`config.mk`:
```
export PLATFORM = sky130hd
export DESIGN_NAME = gcd_top
export DESIGN_NICKNAME = d
export VERILOG_FILES = /design/src/design/gcd_top.v
export VERILOG_INCLUDE_DIRS = /design/src /design/src/common
export SDC_FILE = /design/constraint.sdc
export NUM_CORES = 1
export LEC_CHECK = 0
export BUFFER_PORTS_ARGS = -buffer_cell sky130_fd_sc_hd__buf_2
export CAP_MARGIN = 10
export CORE_MARGIN = 2
export CORE_UTILIZATION = 45
export DETAILED_ROUTE_END_ITERATION = 10
export GPL_TIMING_DRIVEN = 1
export HOLD_SLACK_MARGIN = 0.08
export SLEW_MARGIN = 20
export SYNTH_ARGS = -nofsm -noshare
export SYNTH_HDL_FRONTEND = slang
export SYNTH_SLANG_ARGS = --single-unit
```
`constraint.sdc`:
```
create_clock -name CLK_I -period 2.3 [get_ports CLK_I]
set_input_delay 0.345 -clock CLK_I [delete_from_list [all_inputs] [get_ports CLK_I]]
set_output_delay 0.345 -clock CLK_I [all_outputs]
set_load 0.02 [all_outputs]
```
`src/common/gcd_defines.vh`:
```
// constants of the gated clock divider control block
// Operation
// - gate pin high lets divided output run freely at configured rate
// - gate low holds divided output low, after its falling edge if high
// - while gated off oscillator and prescaler run, divide counter held reset
// - first output edge on first master rising edge after synchronised gate release
// - reference output ignores gate pin while its disable bit is 0
// - pin role bit: 1 makes dual pin power-down, 0 source select
// - power-down gates divided, then reference output, then oscillator
// - in power-down both clock outputs high impedance, buffers off
// - select mode: dual pin high picks internal, low picks external
// - reference disable bit 1 keeps reference output off, high impedance
// - reference output is the reference selection mux output
// - programmed words kept non-volatile, reloaded at operating power-up
// - configuration is two nine-bit words: mode word and divider word
// - shared clock pin is output except in programming mode and power-down
// - delivered configuration gives half the maximum frequency
// - divisor equals programmed value plus two, 2 to 513
// - prescale ratio 0 divides by 4, 1 by 2; bypass bit skips
// - divider bypass sends master clock straight to divided output
// - power-down role: source bit 1 external, 0 internal
`ifndef GCD_DEFINES_VH
`define GCD_DEFINES_VH
`define GCD_WORD_W        9
`define GCD_BIT_REF_OFF   5
`define GCD_BIT_PIN_ROLE  4
`define GCD_BIT_PRE_RATIO 3
`define GCD_BIT_PRE_BYP   2
`define GCD_BIT_CNT_BYP   1
`define GCD_BIT_SRC_EXT   0
`define GCD_MODE_DEFAULT  9'h01a
`define GCD_DIV_DEFAULT   9'h000
`define GCD_DIV_OFFSET    10'h002
`define GCD_ST_RUN        4'h1
`define GCD_ST_PD_DIV     4'h2
`define GCD_ST_PD_REF     4'h4
`define GCD_ST_SLEEP      4'h8
`endif

```
`src/design/gcd_top.v`:
```
// gated clock divider control: source mux, prescaler, divider, gating
`timescale 1ns/1ps
`default_nettype none
`include "gcd_defines.vh"
module gcd_top (
  input  wire       CLK_I,
  input  wire       RST_N_I,
  input  wire       OUT_GATE_I,
  input  wire       SLEEP_OR_SOURCE_PIN_I,
  input  wire       REF_CLOCK_IN_PIN_I,
  input  wire       PROG_MODE_I,
  input  wire       PROG_WR_I,
  input  wire [8:0] PROG_MODE_WORD_I,
  input  wire [8:0] PROG_DIV_WORD_I,
  output wire       DIV_CLK_O,
  output wire       DIV_CLK_OE_O,
  output wire       REFERENCE_CLOCK_PIN_O,
  output wire       REFERENCE_CLOCK_PIN_OE_O,
  output wire [8:0] NV_MODE_WORD_O,
  output wire [8:0] NV_DIV_WORD_O
);
  // one-hot power-down sequencer states
  localparam [3:0] st_run    = `GCD_ST_RUN;
  localparam [3:0] st_pd_div = `GCD_ST_PD_DIV;
  localparam [3:0] st_pd_ref = `GCD_ST_PD_REF;
  localparam [3:0] st_sleep  = `GCD_ST_SLEEP;
  reg        rst_s1_r;
  reg        rst_s2_r;
  wire       rst_n = rst_s2_r;
  // pin synchronisers
  reg        gate_s1_r;
  reg        gate_s2_r;
  reg        pin_s1_r;
  reg        pin_s2_r;
  reg        ext_s1_r;
  reg        ext_s2_r;
  // non-volatile store: power-up content is the delivered setting
  reg  [8:0] nv_mode_r = `GCD_MODE_DEFAULT;
  reg  [8:0] nv_div_r  = `GCD_DIV_DEFAULT;
  reg  [8:0] mode_r;
  reg  [8:0] div_word_r;
  reg  [8:0] nv_mode_o_r;
  reg  [8:0] nv_div_o_r;
  reg        booted_r;
  reg        prog_r;
  reg  [3:0] st_r;
  reg        osc_r;
  reg        osc_prev_r;
  reg        src_ext_r;
  reg        mst_prev_r;
  reg  [1:0] pre_cnt_r;
  reg  [9:0] cnt_r;
  reg        div_run_r;
  reg        div_o_r;
  reg        div_oe_r;
  reg        ref_run_r;
  reg        ref_o_r;
  reg        ref_oe_r;
  wire       role_pd   = mode_r[`GCD_BIT_PIN_ROLE];
  wire       pd_req    = role_pd & ~pin_s2_r;
  wire       sleeping  = (st_r == st_sleep);
  wire       src_want;
  wire       osc_tick;
  wire       int_lvl;
  wire       src_lvl;
  wire       want_lvl;
  wire       mst_lvl;
  wire       mst_tick;
  wire       cnt_byp   = mode_r[`GCD_BIT_CNT_BYP];
  wire [9:0] divisor   = {1'b0, div_word_r} + `GCD_DIV_OFFSET;
  wire [9:0] half      = {1'b0, divisor[9:1]};
  wire       gate_on   = gate_s2_r & (st_r == st_run) & ~prog_r;
  wire       rise_next = cnt_byp ? mst_lvl : (mst_tick & (cnt_r == 10'h000));

  // select mode follows the pin, power-down role follows the bit
  assign src_want = role_pd ? mode_r[`GCD_BIT_SRC_EXT]
                            : ~pin_s2_r;
  assign osc_tick = osc_r & ~osc_prev_r;
  // prescaler serves the internal oscillator only
  assign int_lvl  = mode_r[`GCD_BIT_PRE_BYP]   ? osc_r        :
                    mode_r[`GCD_BIT_PRE_RATIO] ? pre_cnt_r[0] :
                                                 pre_cnt_r[1];
  // the reference mux output is the master clock
  assign src_lvl  = src_ext_r ? ext_s2_r : int_lvl;
  assign want_lvl = src_want ? ext_s2_r : int_lvl;
  assign mst_lvl  = src_lvl;
  assign mst_tick = mst_lvl & ~mst_prev_r;

  always @(posedge CLK_I or negedge RST_N_I) begin
    if (!RST_N_I) begin
      rst_s1_r <= 1'b0;
      rst_s2_r <= 1'b0;
    end else begin
      rst_s1_r <= 1'b1;
      rst_s2_r <= rst_s1_r;
    end
  end

  always @(posedge CLK_I or negedge rst_n) begin
    if (!rst_n) begin
      gate_s1_r <= 1'b0;
      gate_s2_r <= 1'b0;
      pin_s1_r  <= 1'b1;
      pin_s2_r  <= 1'b1;
      ext_s1_r  <= 1'b0;
      ext_s2_r  <= 1'b0;
    end else begin
      gate_s1_r <= OUT_GATE_I;
      gate_s2_r <= gate_s1_r;
      pin_s1_r  <= SLEEP_OR_SOURCE_PIN_I;
      pin_s2_r  <= pin_s1_r;
      ext_s1_r  <= REF_CLOCK_IN_PIN_I;
      ext_s2_r  <= ext_s1_r;
    end
  end

  // store has no reset so its content survives power cycles
  always @(posedge CLK_I) begin
    if (prog_r && PROG_WR_I) begin
      nv_mode_r <= PROG_MODE_WORD_I;
      nv_div_r  <= PROG_DIV_WORD_I;
    end
  end

  // working words load once after power-up; never changed on the fly
  always @(posedge CLK_I or negedge rst_n) begin
    if (!rst_n) begin
      booted_r    <= 1'b0;
      prog_r      <= 1'b0;
      mode_r      <= 9'h000;
      div_word_r  <= 9'h000;
      nv_mode_o_r <= 9'h000;
      nv_div_o_r  <= 9'h000;
    end else begin
      nv_mode_o_r <= nv_mode_r;
      nv_div_o_r  <= nv_div_r;
      if (!booted_r) begin
        booted_r <= 1'b1;
        prog_r   <= PROG_MODE_I;
        if (!PROG_MODE_I) begin
          mode_r     <= nv_mode_r;
          div_word_r <= nv_div_r;
        end
      end
    end
  end

  // power-down sequencer
  always @(posedge CLK_I or negedge rst_n) begin
    if (!rst_n) begin
      st_r <= st_run;
    end else begin
      case (st_r)
        st_run:    if (pd_req) st_r <= st_pd_div;
        st_pd_div: if (!div_run_r) st_r <= st_pd_ref;
        st_pd_ref: if (!ref_run_r) st_r <= st_sleep;
        st_sleep:  if (!pd_req) st_r <= st_run;
        default:   st_r <= st_run;
      endcase
    end
  end

  // oscillator, source mux and prescaler
  always @(posedge CLK_I or negedge rst_n) begin
    if (!rst_n) begin
      osc_r      <= 1'b0;
      src_ext_r  <= 1'b0;
      osc_prev_r <= 1'b0;
      pre_cnt_r  <= 2'h0;
      mst_prev_r <= 1'b0;
    end else begin
      osc_r      <= sleeping ? 1'b0 : ~osc_r;
      // switch only while both sources are low: no runt pulse
      if (!src_lvl && !want_lvl)
        src_ext_r <= src_want;
      osc_prev_r <= osc_r;
      if (osc_tick)
        pre_cnt_r <= pre_cnt_r + 2'h1;
      mst_prev_r <= mst_lvl;
    end
  end

  // divided output with synchronous gating
  always @(posedge CLK_I or negedge rst_n) begin
    if (!rst_n) begin
      div_run_r <= 1'b0;
      div_o_r   <= 1'b0;
      cnt_r     <= 10'h000;
      div_oe_r  <= 1'b0;
    end else begin
      div_oe_r <= booted_r & ~prog_r & ~sleeping;
      if (!div_run_r) begin
        cnt_r   <= 10'h000;
        div_o_r <= 1'b0;
        // bypass starts only while master is low
        if (gate_on && (!cnt_byp || !mst_lvl))
          div_run_r <= 1'b1;
      end else if (!gate_on && !div_o_r && !rise_next) begin
        div_run_r <= 1'b0;
      end else if (cnt_byp) begin
        div_o_r <= mst_lvl;
      end else if (mst_tick) begin
        cnt_r <= (cnt_r == divisor - 10'h001) ? 10'h000 : cnt_r + 10'h001;
        if (cnt_r == 10'h000)
          div_o_r <= 1'b1;
        else if (cnt_r == half)
          div_o_r <= 1'b0;
      end
    end
  end

  // reference output: mux copy, untouched by the gate pin
  always @(posedge CLK_I or negedge rst_n) begin
    if (!rst_n) begin
      ref_run_r <= 1'b0;
      ref_o_r   <= 1'b0;
      ref_oe_r  <= 1'b0;
    end else begin
      ref_oe_r <= booted_r & ~sleeping
                & ~mode_r[`GCD_BIT_REF_OFF];
      if (st_r == st_run)
        ref_run_r <= 1'b1;
      else if (st_r == st_pd_ref && !src_lvl)
        ref_run_r <= 1'b0;
      ref_o_r <= ref_run_r & src_lvl;
    end
  end

  assign DIV_CLK_O                = div_o_r;
  assign DIV_CLK_OE_O             = div_oe_r;
  assign REFERENCE_CLOCK_PIN_O    = ref_o_r;
  assign REFERENCE_CLOCK_PIN_OE_O = ref_oe_r;
  assign NV_MODE_WORD_O           = nv_mode_o_r;
  assign NV_DIV_WORD_O            = nv_div_o_r;
endmodule // gcd_top
`default_nettype wire

```
== Word level (Yosys, flattened, before mapping) ==
Index checks and enable logic that the tools add are counted.
Cells by class
  add/sub/neg operators: 4
  multipliers: 0
  divide/modulo/power cells: 0
  order comparisons: 0
  equal/unequal tests: 15
  shifts and indexed selects: 0
  multiplexer cells: 28
  bitwise logic cells: 20
  reduce and logical (&&, ||, !) cells: 19
Operators with widths (count)
  10-bit two-way mux: 5
  1-bit two-way mux: 18
  4-bit two-way mux: 4
  4-bit one-hot mux with 4 select lines: 1
  2-bit != test (second input constant): 6
  1-bit AND: 11
  10-bit by 1-bit adder with 10-bit output (second input constant): 1
  9-bit by 2-bit adder with 10-bit output (second input constant): 1
  10-bit == test: 1
  10-bit by 9-bit == test with 1-bit output: 1
  10-bit logical NOT: 1
  10-bit by 1-bit subtractor with 10-bit output (second input constant): 1
  1-bit NOT: 9
  1-bit logical AND: 6
  1-bit logical NOT: 6
  3-bit AND reduction: 2
  4-bit by 1-bit == test with 1-bit output (second input constant): 1
  4-bit by 2-bit == test with 1-bit output (second input constant): 1
  4-bit by 3-bit == test with 1-bit output (second input constant): 1
  4-bit == test (second input constant): 1
  4-bit by 2-bit != test with 1-bit output (second input constant): 1
  4-bit AND reduction: 1
  3-bit by 2-bit != test with 1-bit output (second input constant): 1
  2-bit by 1-bit adder with 2-bit output (second input constant): 1
  4 further kinds: 4
Word-level totals
  flip-flop bits (word level): 87
  bits in latches: 0
  RAM bits: 0
  memory bits (read-only): 0
  bits of input ports: 25
  memories: 0

== Logic depth before layout (Yosys ltp) ==
  word-level depth: 10
  mapped depth: 10

== Least setup slack after synthesis ==
OpenSTA, ideal clock, no wires.
  path type: register -> register
  start point: register div_word_r[1]
  end point: register cnt_r[1]
  setup time: 137 ps
  data arrival time: 2275 ps
  data required time: 2163 ps
  slack: -111 ps
  cell stages (with the launch flop): 10
  buffers on the path: 1
  clock period less this slack: 2411 ps
  cells stage by stage: dfrtp_1 -> ha_1 -> buf_2 -> xor2_1 -> or3_1 -> a21oi_1 -> o2bb2ai_1 -> nand4_1 -> o311ai_0 -> a21oi_1
On the way
  word-level cells in the longest chain between the ends: 8
RTL lines
  start, declared: RTL line gcd_top.v:41  | reg [8:0] div_word_r;
  start signal, assigned: RTL line gcd_top.v:142  | div_word_r <= nv_div_r;
  9-bit by 2-bit adder with 10-bit output (no source line)
  10-bit by 1-bit subtractor with 10-bit output: RTL line gcd_top.v:203  | cnt_r <= (cnt_r == divisor - 10'h001) ? 10'h000 : cnt_r + 10'h001;
  10-bit == test: RTL line gcd_top.v:203
  10-bit two-way mux: RTL line gcd_top.v:203
  10-bit two-way mux: RTL line gcd_top.v:202  | end else if (mst_tick) begin
  10-bit two-way mux: RTL line gcd_top.v:200  | end else if (cnt_byp) begin
  10-bit two-way mux: RTL line gcd_top.v:198  | end else if (!gate_on && !div_o_r && !rise_next) begin
  10-bit two-way mux: RTL line gcd_top.v:192  | if (!div_run_r) begin
  end signal, assigned: RTL line gcd_top.v:203
  end, declared: RTL line gcd_top.v:52  | reg [9:0] cnt_r;
Every way passes these cells. The select of a mux whose other input is x is not followed.
A chain may end at the register's enable or synchronous reset.

== Worst setup path after layout ==
  start point: register div_word_r[1]
  end point: register cnt_r[8]
Same word-level chain as after synthesis.

==> run metrics <==
CTS tree=done; Hold Crit Class=in2reg; critical path data required time=2.51 ns; Final Setup Violations=10; CP delay by family, top=simple AND/OR/NAND/NOR gates; Clock Skews=0.0118 ns; Startpoint Class=register; final hold vios=0; fin. max-slew vios=0; Setup CP Type=reg2reg; HPWL after DPL=5590 microns; Mean Syn Cell Area=12.6 sq um; row count=33; DRT iter0 DRCs=82; Setup crit end kind=register; WL final=7870 microns; relative slew slack=0.597; commonest cells after routing, fill and taps aside=dfrtp_1, buf_2, buf_4; Buffers on Ports=46; Initial Utilization=0.468; Comb power frac=0.239; Reg power frac=0.486; vias in the first global route=2758; Root Buffer Master=clkbuf_8; Max FO, Critical Path=7; pin count of the biggest net entering global routing=42; maxcap violations=0; ANT nets after route=0; switching part of the total=0.302; first-pass GRT wire length=13400 microns; placed cell count=481; VDD IR max=0.000437 V; DRC=0; 1st-pass router iterations=4; P_int=2650 uW; All-Layer GR Usage=0.178; Vias=2646; initial antenna violation count=0; die area=9390 sq um; Clock Sinks=87; Seq cells post-synth=87; clock slew at reported path FFs=0.10 ns; post-route cell area=4900 sq um; top post-synthesis cells by area=dfrtp_1, edfxtp_1, xnor2_1; fillcell total=685; Final WS setup=-0.0754 ns; unrepaired setup endpoints after global routing=yes; Critical path buffers and inverters=2; area of the core=8300 sq um; post-synth top area cell=dfrtp_1; warnings from Yosys=0; sequential area share after synthesis=0.585; period utilisation layout=1.03; clock network power share=0.276; cells along the critical path=ha_4 > xor2_2 > or3_4 > a21oi_2 > o2bb2ai_1 > nand4_1 > buf_4 > nor3_4 > buf_6 > a211oi_1; ys async rst share=0.793; total grt overflow=0; status=finished, violations left; Worst Max-Slew Pin Slew=0.604 ns; routed length per instance=15.6 microns; H-tree levels=3; boundary pin count=47; antenna cells=0; Switch Pwr=1140 uW; fin util=0.591; clk buf depth=2; Critical Path Slowest Stage Cell=dfrtp_2; worst hold slack=0.162 ns; post-route setup TNS=-0.628 ns; static leakage=0.00205 uW; Syn Inst Count=308; Power Dens Cells=774 nW/um^2; Vias/cell=5.24; Most used DFF post-synth=dfrtp_1; critical path arrival=2.59 ns; share of cells above drive strength 1=0.378; post-route minimum period=2.38 ns; Post-synth EDFFs=18; Placed Area=4500 sq um; fmax=421 MHz; latest clock arrival within the worst-skew pair=0.35 ns; most common cell after layout, fill and taps aside=dfrtp_1; post-synth top area share=0.425; Layout area overhead=26.2%; Die Width=96.9 microns; Final Net Count=425; Die Height=96.9 microns; Netlist cell types=52; final cell count without fillers=505; CP peak stage delay=0.48 ns; failing checks=setup timing; CTS Buf Count=9; GPL Wtd Cong=0.829; mapped cell area=3880 sq um
## path summary, 6_finish.rpt
path / slack [ns] / startpoint / end / cells after the start
setup / recovery: -0.08 / div_word_r[1] / cnt_r[8] / 10
hold / removal: 0.16 / PROG_MODE_WORD_I[7] / nv_mode_r[7] / 1
setup reg to reg: -0.08 / div_word_r[1] / cnt_r[8] / 10
hold reg to reg: 0.28 / rst_n / NV_MODE_WORD_O[6] / 0
max in group asynchronous: 1.31 / rst_n / st_r[0] / 1
min in group asynchronous: 0.28 / rst_n / NV_MODE_WORD_O[6] / 0
## metal layers
metal / vias up / routed length (microns) / GRT usage
met5: - / 0 / 0
met4: 0 / 126 / 0.0607
met3: 11 / 381 / 0.0397
met2: 62 / 3840 / 0.284
met1: 1305 / 3520 / 0.241
li1: 1268 / - / -
## cells in the mapped netlist, drive strengths merged (5+ instances only)
library cell   n
nor4           5
xor2          14
nor3          10
nand3          5
mux2          16
o21ai          8
xnor2         25
inv            8
nand2          6
nand2b         9
a211oi         7
nor2b          5
dfrtp         66
a21oi         12
ha             5
clkbuf        11
edfxtp        18
nor2          15
and3           6
nand4         10
buf            7
## cell families after synthesis
| group | Yosys count | synth area share |
|---|---|---|
| mux | 18 | 0.0516 |
| xor+xnor | 41 | 0.0996 |
| other cells | 1 | 0.000966 |
| compound gates | 50 | 0.0938 |
| flops | 87 | 0.585 |
| fa+ha+maj | 5 | 0.0161 |
| buf+inv | 26 | 0.0322 |
| simple gates | 80 | 0.121 |
## registers in the layout (all words and copies together) (netlist names), 4 cells and up
| register | flops |
|---|---|
| cnt_r | 10 |
| NV_DIV_WORD_O | 9 |
| NV_MODE_WORD_O | 9 |
| div_word_r | 9 |
| nv_div_r | 9 |
| nv_mode_r | 9 |
| mode_r | 6 |
| st_r | 4 |
## area by class of cell
cell class                      instances  area [sq um]  area share
Tap cell                              105           131      0.0268
Timing Repair Buffer                   93           629       0.128
Clock inverter                          5          46.3     0.00945
Inverter                                8          30.0     0.00613
Clock buffer                           11           153      0.0311
Multi-Input combinational cell        196          1640       0.334
Sequential cell                        87          2270       0.464
## repair_timing
| action | in CTS | in global routing |
|---|---|---|
| endpoints found under the hold margin | 5 | 0 |
| buffers inserted | 3 | 1 |
| setup endpoints to repair | 11 | 10 |
| resized for setup | 12 | 15 |
| hold buffers | 4 | 0 |
| cloned | 0 | 0 |
| pin swaps | 1 | 1 |
## power groups by stage
stage / Clock [uW] / Combinational (uW) / Sequential, uW
global route: 1150 / 991 / 1870
finish: 1040 / 906 / 1840
detailed placement: 0 / 836 / 1870
floorplan: 0 / 523 / 1870
global placement: 0 / 828 / 1860
CTS: 1090 / 865 / 1840
## through the flow
step	worst slack, ns	total power (uW)
detailed placement	-0.233	2700
floorplan	0.0113	2390
finish	-0.0754	3790
global placement	-0.138	2690
CTS	-0.0558	3800
global route	-0.183	4010
Power figures use the tool's default switching activity.
